## config.mk

```make
export PLATFORM = sky130hd
export DESIGN_NAME = rsq_reset_sequencer
export DESIGN_NICKNAME = d
export VERILOG_FILES = /design/src/rsq_pkg.sv /design/src/rsq_reset_sequencer.sv /design/src/rsq_supply_mon.sv /design/src/rsq_sync.sv
export VERILOG_INCLUDE_DIRS = /design/src
export SDC_FILE = /design/constraint.sdc
export NUM_CORES = 1
export LEC_CHECK = 0
export BUFFER_PORTS_ARGS = -buffer_cell sky130_fd_sc_hd__buf_2
export CAP_MARGIN = 20
export CORE_MARGIN = 2
export CORE_UTILIZATION = 30
export CTS_CLUSTER_DIAMETER = 100
export DETAILED_ROUTE_END_ITERATION = 8
export SYNTH_ARGS = -nofsm -noshare
export SYNTH_HDL_FRONTEND = slang
export SYNTH_HIERARCHICAL = 1
export SYNTH_SLANG_ARGS = --single-unit
```

## constraint.sdc

```tcl
create_clock -name i_clk -period 2.9 [get_ports i_clk]
set_input_delay 0.58 -clock i_clk [delete_from_list [all_inputs] [get_ports i_clk]]
set_output_delay 0.58 -clock i_clk [all_outputs]
set_load 0.05 [all_outputs]
```

## src/rsq_defs.svh

```systemverilog
// Offsets, field positions, reset values and timing counts of the sequencer
`ifndef RSQ_DEFS_SVH
`define RSQ_DEFS_SVH

// ----------------------------------------------------------------
// Clock and timing
// ----------------------------------------------------------------
`define RSQ_CLK_NS 40
`define RSQ_T_OUT_LOW_NS 20000
`define RSQ_T_IN_LOW_NS 2500
`define RSQ_OUT_LOW_CYC ((`RSQ_T_OUT_LOW_NS + `RSQ_CLK_NS - 1) / `RSQ_CLK_NS)
`define RSQ_IN_LOW_CYC (`RSQ_T_IN_LOW_NS / `RSQ_CLK_NS)
`define RSQ_STAB_CYC 4096
`define RSQ_FETCH_CYC 2

// ----------------------------------------------------------------
// Reset vector
// ----------------------------------------------------------------
`define RSQ_VEC_LO 16'hFFFE
`define RSQ_VEC_HI 16'hFFFF

// ----------------------------------------------------------------
// Register offsets
// ----------------------------------------------------------------
`define RSQ_ADDR_CAUSE 8'h00
`define RSQ_ADDR_STATUS 8'h04
`define RSQ_ADDR_MASK 8'h08
`define RSQ_ADDR_INFO 8'h0C

// ----------------------------------------------------------------
// Fields
// ----------------------------------------------------------------
`define RSQ_CAUSE_SUPPLY 4
`define RSQ_CAUSE_WDG 0
`define RSQ_EVT_SUPPLY 0
`define RSQ_EVT_EXT 1
`define RSQ_EVT_WDG 2
`define RSQ_EVT_DONE 3
`define RSQ_EVT_RST 4'h0
`define RSQ_MASK_RST 4'h0

// ----------------------------------------------------------------
// Clock source option codes
// ----------------------------------------------------------------
`define RSQ_SRC_EXT 3'h0
`define RSQ_SRC_RES0 3'h1
`define RSQ_SRC_RES3 3'h4
`define RSQ_SRC_ERC 3'h5
`define RSQ_SRC_IRC 3'h6

`endif

```

## src/rsq_pkg.sv

```systemverilog
// Types shared by the reset sequencer modules
package rsq_pkg;

    typedef enum logic [2:0] {
        PH_DRIVE,
        PH_WAIT_PIN,
        PH_STAB,
        PH_FETCH,
        PH_RUN
    } rsq_phase_type;

    typedef struct packed {
        logic [7:0] addr;
        logic [7:0] wdata;
        logic wr;
        logic rd;
    } rsq_bus_req_type;

    typedef struct packed {
        rsq_phase_type phase;
        logic [12:0] cnt;
        logic [12:0] in_cnt;
        logic pin_oe;
        logic core_rst;
        logic vec_fetch;
        logic [15:0] vec_addr;
        logic supply_flag;
        logic wdg_flag;
        logic [3:0] status;
        logic [3:0] mask;
        logic irq;
        logic [7:0] rdata;
        logic [1:0] lvd_level;
        logic [2:0] clk_src;
        logic osc_run;
    } rsq_state_type;

endpackage : rsq_pkg

```

## src/rsq_reset_sequencer.sv

```systemverilog
// Reset sequencer: source merge, pin drive, phases, cause flags
//
// What this block does
// - Hold static reset while the supply is below its threshold.
// - Supply detection uses higher rising and lower falling thresholds.
// - Drive the reset pin low during a supply-drop reset.
// - Supply-drop flag set by hardware, cleared only by software writing zero.
// - Pin, supply and watchdog sources all drive the pin low in delay phase.
// - Core fetches its start address from the top two vector bytes.
// - Phases run in order: source delay, 4096-cycle settle, vector fetch.
// - Vector fetch lasts exactly two clock cycles.
// - Reset pin is open-drain output and input with weak pull-up.
// - External low pulse of minimum width is recognised as reset.
// - After an external pulse, drive pin low for minimum output time.
// - Watchdog underflow drives pin low minimum time, then sequence.
// - Supply threshold level comes from option byte, not a register.
// - Clock source chosen by option byte among seven sources.
// - Resonator oscillators keep running through the reset phase.
// - Watchdog flag set by watchdog reset, cleared by zero write or drop.
// - Supply-drop flag survives later external and watchdog resets.
//
// Design decisions made here: the address map and the strobed register port.
`timescale 1ns/1ps
`include "rsq_defs.svh"

module rsq_reset_sequencer #(
    parameter int STAB_CYC = `RSQ_STAB_CYC,
    parameter int OUT_LOW_CYC = `RSQ_OUT_LOW_CYC,
    parameter int IN_LOW_CYC = `RSQ_IN_LOW_CYC
) (
    input wire logic i_clk, // CPU clock, 25 MHz
    input wire logic i_rst_b, // Power-on reset, async, active low
    input wire logic i_pin_rst_in, // Reset pin level at pad
    output logic o_pin_rst_out, // Reset pin output value
    output logic o_pin_rst_oe, // Reset pin driven low when high
    input wire logic i_vdd_rise_ok, // Supply above rising threshold
    input wire logic i_vdd_fall_ok, // Supply above falling threshold
    input wire logic i_wdg_underflow, // Watchdog underflow pulse
    input wire logic [1:0] i_opt_lvd_level, // Option byte threshold
    input wire logic [2:0] i_opt_clk_src, // Option byte clock source
    output logic [1:0] o_lvd_level, // Threshold level to detector
    output logic [2:0] o_clk_src, // Clock source select
    output logic o_osc_run, // Oscillator enable
    output logic o_core_rst, // Core held in reset
    output logic o_vec_fetch, // Vector fetch phase
    output logic [15:0] o_vec_addr, // Vector address in fetch
    input wire rsq_pkg::rsq_bus_req_type i_bus, // Register request
    output logic [7:0] o_rdata, // Read data, cycle after read
    output logic o_irq // Interrupt, level
);
    import rsq_pkg::*;

    // ----------------------------------------------------------------
    // Constants
    // ----------------------------------------------------------------
    localparam logic [12:0] STAB_M1 = 13'(STAB_CYC - 1);
    localparam logic [12:0] OUT_M1 = 13'(OUT_LOW_CYC - 1);
    localparam logic [12:0] IN_M1 = 13'(IN_LOW_CYC - 1);
    localparam logic [12:0] FETCH_M1 = 13'(`RSQ_FETCH_CYC - 1);

    rsq_state_type s;
    rsq_state_type next_s;

    logic [2:0] sync_q;
    logic pin_hi;
    logic rise_ok;
    logic fall_ok;
    logic sup_low;
    logic sup_drop;
    logic ext_rec;
    logic any_src;
    logic wr_cause;
    logic wr_status;
    logic wr_mask;
    logic resonator;
    logic [3:0] events;

    // ----------------------------------------------------------------
    // Input synchronisers and supply detector
    // ----------------------------------------------------------------
    // Pad levels come from outside the clock domain
    rsq_sync #(
        .W(3),
        .RST_VAL(3'h0)
    ) u_sync (
        .i_clk(i_clk),
        .i_rst_b(i_rst_b),
        .i_async({i_pin_rst_in, i_vdd_rise_ok, i_vdd_fall_ok}),
        .o_sync(sync_q)
    );

    assign pin_hi = sync_q[2];
    assign rise_ok = sync_q[1];
    assign fall_ok = sync_q[0];

    rsq_supply_mon u_mon (
        .i_clk(i_clk),
        .i_rst_b(i_rst_b),
        .i_rise_ok(rise_ok),
        .i_fall_ok(fall_ok),
        .o_low(sup_low),
        .o_drop(sup_drop)
    );

    // ----------------------------------------------------------------
    // Register read decode
    // ----------------------------------------------------------------
    function automatic logic [7:0] rd_mux(input logic [7:0] addr,
                                          input rsq_state_type st,
                                          input logic low);
        logic [7:0] d;
        d = 8'h00;
        case (addr)
            `RSQ_ADDR_CAUSE: begin
                d[`RSQ_CAUSE_SUPPLY] = st.supply_flag;
                d[`RSQ_CAUSE_WDG] = st.wdg_flag;
            end
            `RSQ_ADDR_STATUS: d[3:0] = st.status;
            `RSQ_ADDR_MASK: d[3:0] = st.mask;
            `RSQ_ADDR_INFO: d = {low, st.lvd_level, st.clk_src, 2'h0};
            default: d = 8'h00;
        endcase
        return d;
    endfunction : rd_mux

    assign wr_cause = i_bus.wr && (i_bus.addr == `RSQ_ADDR_CAUSE);
    assign wr_status = i_bus.wr && (i_bus.addr == `RSQ_ADDR_STATUS);
    assign wr_mask = i_bus.wr && (i_bus.addr == `RSQ_ADDR_MASK);
    assign resonator = (s.clk_src >= `RSQ_SRC_RES0)
                       && (s.clk_src <= `RSQ_SRC_RES3);

    // ----------------------------------------------------------------
    // Next state
    // ----------------------------------------------------------------
    always_comb begin
        next_s = s;
        ext_rec = 1'b0;

        // Pin is only watched while not driven by us and not awaited
        if (s.phase == PH_STAB || s.phase == PH_FETCH
            || s.phase == PH_RUN) begin
            if (pin_hi) begin
                next_s.in_cnt = 13'h0000;
            end else if (s.in_cnt == IN_M1) begin
                ext_rec = 1'b1;
                next_s.in_cnt = 13'h0000;
            end else begin
                next_s.in_cnt = s.in_cnt + 13'h0001;
            end
        end else begin
            next_s.in_cnt = 13'h0000;
        end

        any_src = sup_low || i_wdg_underflow || ext_rec;

        if (any_src) begin
            // Supply low keeps restarting the count: static reset
            next_s.phase = PH_DRIVE;
            next_s.cnt = 13'h0000;
        end else begin
            case (s.phase)
                PH_DRIVE: begin
                    if (s.cnt == OUT_M1) begin
                        next_s.phase = PH_WAIT_PIN;
                        next_s.cnt = 13'h0000;
                    end else begin
                        next_s.cnt = s.cnt + 13'h0001;
                    end
                end
                PH_WAIT_PIN: begin
                    // A long external pulse holds us here
                    if (pin_hi) begin
                        next_s.phase = PH_STAB;
                        next_s.cnt = 13'h0000;
                    end
                end
                PH_STAB: begin
                    if (s.cnt == STAB_M1) begin
                        next_s.phase = PH_FETCH;
                        next_s.cnt = 13'h0000;
                    end else begin
                        next_s.cnt = s.cnt + 13'h0001;
                    end
                end
                PH_FETCH: begin
                    if (s.cnt == FETCH_M1) begin
                        next_s.phase = PH_RUN;
                        next_s.cnt = 13'h0000;
                    end else begin
                        next_s.cnt = s.cnt + 13'h0001;
                    end
                end
                PH_RUN: next_s.cnt = 13'h0000;
                default: begin
                    next_s.phase = PH_DRIVE;
                    next_s.cnt = 13'h0000;
                end
            endcase
        end

        // Outputs follow the phase being entered
        next_s.pin_oe = (next_s.phase == PH_DRIVE);
        next_s.core_rst = (next_s.phase == PH_DRIVE)
                          || (next_s.phase == PH_WAIT_PIN)
                          || (next_s.phase == PH_STAB);
        next_s.vec_fetch = (next_s.phase == PH_FETCH);
        if (next_s.phase == PH_FETCH) begin
            next_s.vec_addr = (next_s.cnt == 13'h0000) ? `RSQ_VEC_LO
                                                       : `RSQ_VEC_HI;
        end else begin
            next_s.vec_addr = 16'h0000;
        end

        // Option bytes are read only while the pin is driven
        if (next_s.phase == PH_DRIVE) begin
            next_s.lvd_level = i_opt_lvd_level;
            next_s.clk_src = i_opt_clk_src;
        end
        // RC and external sources may stop in reset, resonators not
        next_s.osc_run = ((next_s.clk_src >= `RSQ_SRC_RES0)
                          && (next_s.clk_src <= `RSQ_SRC_RES3))
                         || !next_s.core_rst;

        // Cause flags: zero write clears, hardware set wins
        if (wr_cause && !i_bus.wdata[`RSQ_CAUSE_SUPPLY]) begin
            next_s.supply_flag = 1'b0;
        end
        if (wr_cause && !i_bus.wdata[`RSQ_CAUSE_WDG]) begin
            next_s.wdg_flag = 1'b0;
        end
        // Only a supply-drop touches this flag from hardware
        if (sup_low) begin
            next_s.supply_flag = 1'b1;
            next_s.wdg_flag = 1'b0;
        end else if (i_wdg_underflow) begin
            next_s.wdg_flag = 1'b1;
        end

        // Interrupt status, write one to clear, set wins
        events = 4'h0;
        events[`RSQ_EVT_SUPPLY] = sup_drop;
        events[`RSQ_EVT_EXT] = ext_rec;
        events[`RSQ_EVT_WDG] = i_wdg_underflow;
        events[`RSQ_EVT_DONE] = (s.phase == PH_FETCH)
                                && (next_s.phase == PH_RUN);
        if (wr_status) begin
            next_s.status = s.status & ~i_bus.wdata[3:0];
        end
        next_s.status = next_s.status | events;
        if (wr_mask) begin
            next_s.mask = i_bus.wdata[3:0];
        end
        next_s.irq = |(next_s.status & next_s.mask);

        next_s.rdata = i_bus.rd ? rd_mux(i_bus.addr, s, sup_low) : 8'h00;
    end

    // ----------------------------------------------------------------
    // State register
    // ----------------------------------------------------------------
    always_ff @(posedge i_clk or negedge i_rst_b) begin
        if (!i_rst_b) begin
            s <= '{phase: PH_DRIVE, cnt: 13'h0000, in_cnt: 13'h0000,
                   pin_oe: 1'b1, core_rst: 1'b1, vec_fetch: 1'b0,
                   vec_addr: 16'h0000, supply_flag: 1'b0,
                   wdg_flag: 1'b0, status: `RSQ_EVT_RST,
                   mask: `RSQ_MASK_RST, irq: 1'b0, rdata: 8'h00,
                   lvd_level: 2'h0, clk_src: `RSQ_SRC_EXT,
                   osc_run: 1'b1};
        end else begin
            s <= next_s;
        end
    end

    // Open drain: only ever pulls low
    assign o_pin_rst_out = 1'b0;
    assign o_pin_rst_oe = s.pin_oe;
    assign o_lvd_level = s.lvd_level;
    assign o_clk_src = s.clk_src;
    assign o_osc_run = s.osc_run;
    assign o_core_rst = s.core_rst;
    assign o_vec_fetch = s.vec_fetch;
    assign o_vec_addr = s.vec_addr;
    assign o_rdata = s.rdata;
    assign o_irq = s.irq;

    // ----------------------------------------------------------------
    // Assertions
    // ----------------------------------------------------------------
    logic [12:0] oe_len;

    always_ff @(posedge i_clk or negedge i_rst_b) begin
        if (!i_rst_b) begin
            oe_len <= 13'h0001;
        end else if (s.pin_oe && next_s.pin_oe) begin
            // Saturate so a long static reset cannot wrap the count
            if (oe_len != 13'h1FFF) begin
                oe_len <= oe_len + 13'h0001;
            end
        end else if (next_s.pin_oe) begin
            oe_len <= 13'h0001;
        end
    end
endmodule : rsq_reset_sequencer

```

## src/rsq_supply_mon.sv

```systemverilog
// Supply-drop detector with rising and falling thresholds
`timescale 1ns/1ps

module rsq_supply_mon (
    input wire logic i_clk, // CPU clock
    input wire logic i_rst_b, // Async reset, active low
    input wire logic i_rise_ok, // Supply above rising threshold
    input wire logic i_fall_ok, // Supply above falling threshold
    output logic o_low, // Supply counted as low
    output logic o_drop // Pulse on entry into low
);
    import rsq_pkg::*;

    typedef struct packed {
        logic low;
        logic drop;
    } rsq_mon_type;

    rsq_mon_type s;
    rsq_mon_type next_s;

    // Gap between thresholds keeps core start-up current from retriggering
    always_comb begin
        next_s = s;
        if (s.low) begin
            next_s.low = !i_rise_ok;
        end else begin
            next_s.low = !i_fall_ok;
        end
        next_s.drop = !s.low && next_s.low;
    end

    // Power-up starts as low
    always_ff @(posedge i_clk or negedge i_rst_b) begin
        if (!i_rst_b) begin
            s <= '{low: 1'b1, drop: 1'b0};
        end else begin
            s <= next_s;
        end
    end

    assign o_low = s.low;
    assign o_drop = s.drop;

endmodule : rsq_supply_mon

```

## src/rsq_sync.sv

```systemverilog
// Two flip-flop synchroniser for asynchronous levels
`timescale 1ns/1ps

module rsq_sync #(
    parameter int W = 1,
    parameter logic [W-1:0] RST_VAL = '0
) (
    input wire logic i_clk, // CPU clock
    input wire logic i_rst_b, // Async reset, active low
    input wire logic [W-1:0] i_async, // Levels from outside
    output logic [W-1:0] o_sync // Synchronised levels
);
    import rsq_pkg::*;

    typedef struct packed {
        logic [W-1:0] s1;
        logic [W-1:0] s2;
    } rsq_sync_type;

    rsq_sync_type s;
    rsq_sync_type next_s;

    always_comb begin
        next_s.s1 = i_async;
        next_s.s2 = s.s1;
    end

    // Reset level fixed at elaboration keeps the reset branch constant
    always_ff @(posedge i_clk or negedge i_rst_b) begin
        if (!i_rst_b) begin
            s <= '{s1: RST_VAL, s2: RST_VAL};
        end else begin
            s <= next_s;
        end
    end

    assign o_sync = s.s2;

endmodule : rsq_sync

```

==> summary.txt <==
Status
  • Status: finished, violations left
  • Failing checks: setup timing

Synthesis
  • Synthesis warning total: 6
  • FF+latch count, synth: 66
  • Ys flop type: dfrtp_1
  • Post-Syn Area: 3423 µm²
  • Seq/Total Area, Yosys: 48.39%
  • Ys async rst share: 100.0%
  • Cells after Synth: 343
  • Mapped Nets: 376
  • Mean Syn Cell Area: 9.980 µm²
  • Post-synth EDFFs: 0
  • Yosys cell types: 59

Power
  • Leak Pwr: 2.002 nW
  • Maximum VDD drop: 0.3305 mV
  • Sequential Power Share: 41.8%
  • Psw: 0.5102 mW
  • Clock Power Share: 51.4%
  • Combinational Power Share: 6.8%
  • Pwr Density: 540.2 nW/µm²
  • Total power: 2.291 mW
  • Sw frac: 22.27%
  • Cell-internal power: 1.781 mW

Clock network
  • Hold buffer count at CTS: 0
  • Worst-skew pair later-pin latency: 0.33 ns
  • CTS Buf Count: 9
  • CTS tree: built
  • Root buf cell: clkbuf_16
  • CTS sink cnt: 66
  • Clock slew at reported path FFs: 0.06 ns
  • Clk buf depth: 2
  • H-tree depth: 3

Worst setup path
  • Worst Path Arrival: 3.21 ns
  • CP startpoint: s[45]
  • Crit path launch type: flip-flop
  • Crit end category: flip-flop
  • Crit path buffers/inverters: 1
  • Crit Path Class: reg2reg
  • Reg2reg start: s[45]
  • Worst Path Required: 3.11 ns
  • R2r setup slk: -0.11 ns
  • Top delay family on crit path: simple AND/OR/NAND/NOR gates
  • Crit path max-delay cell type: or4b_4
  • Critical path, cell by cell: inv_1 > ha_1 > or4b_4 > or3_4 > o21ai_4 > o21bai_4 > o22ai_2 > a211o_1 > or4_1 > o41a_1
  • Worst path max stage delay: 0.45 ns
  • Crit-path max FO: 5

Route
  • Avg WL per Cell: 13.26 µm
  • DRC violations left: 0
  • DRT iter0 DRCs: 162
  • Total Wirelength: 7.359 mm
  • Post-route ant nets: 0
  • Metal2 WL: 3.470 mm
  • Routed vias: 2,693
  • Routed met3 length: 355 µm
  • Wl on met1: 3.389 mm
  • Drt first pass iters: 4
  • Drt via density: 4.852
  • Top Layer Used: met4

Job
  • Max-Cap Viols: 0

Hold path
  • Worst hold path type: in2async

GRT
  • GR Util All Layers: 12.60%
  • Total grt overflow: 0
  • First-pass GRT wire length: 12.54 mm
  • Vias in the first global route: 2,655
  • Initial antenna violation count: 0
  • Largest net degree at the start of global routing: 42

Floorplan
  • Chip Height: 110.8 µm
  • Boundary Pins: 64
  • Die area: 12,280 µm²
  • Core Region: 11,270 µm²
  • Std cell rows: 39
  • Starting Density: 30.37%
  • Die W: 110.8 µm

Timing
  • Setup WS post-layout: -0.1061 ns
  • Slew margin rel.: 47.19%
  • Unrepaired setup endpoints after global routing: true
  • Tcrit/Tclk final: 103.7%
  • Clock Skews: 0.006582 ns
  • TNS Setup: -0.1061 ns
  • Worst Tran Pin Value: 0.7861 ns
  • Final Hold Vio Count: 0
  • Final Slew Violations: 0
  • Min Clock Period, post-route: 3.006 ns
  • Fmax: 0.3327 GHz
  • Final setup fails: 1

Finish
  • Leading cell type in the layout, fill and taps excluded: dfrtp_1
  • Post-layout util: 37.62%
  • Area of the multi-input gates: 1475 µm²
  • # nets final: 440
  • ANT cells: 0
  • # fillers: 1,117
  • Reg area: 1657 µm²
  • Most frequent cells in the layout: dfrtp_1 (62), buf_2 (59), nor2_1 (37)
  • Layout area overhead: 23.87%
  • Design area: 4240 µm²
  • Layout cell share with drive strength beyond 1: 33.74%

Place
  • Port bufs: 59
  • Post-DP HPWL: 5.418 mm
  • Pre-CTS setup slack: -0.1559 ns
  • Post-DP Area: 3894 µm²
  • Placer Congestion: 0.8889
## stage by stage
step | cells | hold WS [ns]
floorplan | 343 | 0.2844
global placement | 539 | 0.3333
detailed placement | 539 | 0.3347
CTS | 555 | 0.2953
global route | 555 | 0.3169
finish | 555 | 0.2704
## metal layers
| metal | GRT usage (%) | up-vias |
|---|---|---|
| met2 | 20.53 | 70 |
| met1 | 15.21 | 1304 |
| li1 | - | 1309 |
| met4 | 6.583 | 0 |
| met3 | 3.499 | 10 |
| met5 | 0 | - |
## path summary, 6_finish.rpt
kind	end	cells past startpoint
max	o_vec_addr[0]	10
min	s[62]	1
max reg2reg	o_vec_addr[0]	10
min reg2reg	u_sync/o_sync[2]	0
max in group asynchronous	u_mon/o_low	2
min in group i_clk	u_sync/o_sync[2]	0
## synthesized netlist by cell type, drive strengths merged, types with 2 or more instances
library cell / instances / area, µm²
mux2i: 2 / 20.02
nor4: 3 / 25.02
xnor2: 4 / 35.03
ha: 4 / 50.05
nand3: 12 / 60.06
nor2: 38 / 145.1
nor4b: 3 / 26.28
clkbuf: 6 / 22.52
nand2: 26 / 97.59
mux2: 11 / 123.9
or3: 3 / 23.77
a21oi: 14 / 70.07
a32o: 2 / 20.02
o21ai: 16 / 83.83
and2: 5 / 31.28
xor2: 10 / 87.58
nand3b: 2 / 15.01
o211ai: 3 / 22.52
inv: 6 / 22.52
nor3: 6 / 30.03
dfstp: 4 / 105.1
o31ai: 3 / 22.52
nor2b: 6 / 37.54
o22ai: 3 / 18.77
dfrtp: 62 / 1551
a21o: 6 / 45.04
and3: 9 / 57.56
buf: 36 / 264.0
or4: 3 / 22.52
nand2b: 4 / 25.02
or3b: 3 / 26.28
nand4: 6 / 37.54
a22oi: 3 / 22.52
or2: 2 / 12.51
## registers in the layout, summed over array words and instances (netlist names), 2 cells and up
name	cells
o_vec_addr	2
u_sync/next_s	3
o_lvd_level	2
o_rdata	8
o_clk_src	3
s	39
u_sync/o_sync	3
## cell type report
cell class | instances | area share [%]
repair buffers | 95 | 13.63
clock buffers | 10 | 5.636
flip-flops and latches | 66 | 39.07
multi-input cells | 229 | 34.79
inverters | 6 | 0.5311
well taps | 143 | 4.220
clock inverters | 6 | 2.125
## worst register-to-register path: cells and delay by family (launching register included)
family	cells	cell delay, ns
buf+inv	1	0.05
flops	1	0.37
compound gates	5	1.07
simple gates	3	1.26
fa+ha+maj	1	0.12
## cell families after synthesis
logic type | Yosys count | synth area share, %
fa+ha+maj | 4 | 1.462
mux | 13 | 4.203
buf+inv | 48 | 9.028
flops | 66 | 48.39
xor+xnor | 14 | 3.582
compound gates | 61 | 12.35
other cells | 1 | 0.1095
simple gates | 136 | 20.87
## what timing repair did
action,4_1_cts,5_1_grt
gates cloned,0,0
setup endpoints to repair,1,1
gates resized for setup,2,1
pin swaps,2,0
setup buffers,0,0
## power groups by stage
stage	Sequential (mW)	Clock, mW	Combinational [mW]
finish	0.958	1.18	0.155
floorplan	0.980	0	0.0805
global placement	0.973	0	0.153
global route	0.960	1.26	0.169
detailed placement	0.974	0	0.155
CTS	0.958	1.21	0.157
(Power assumes the default switching activity.)
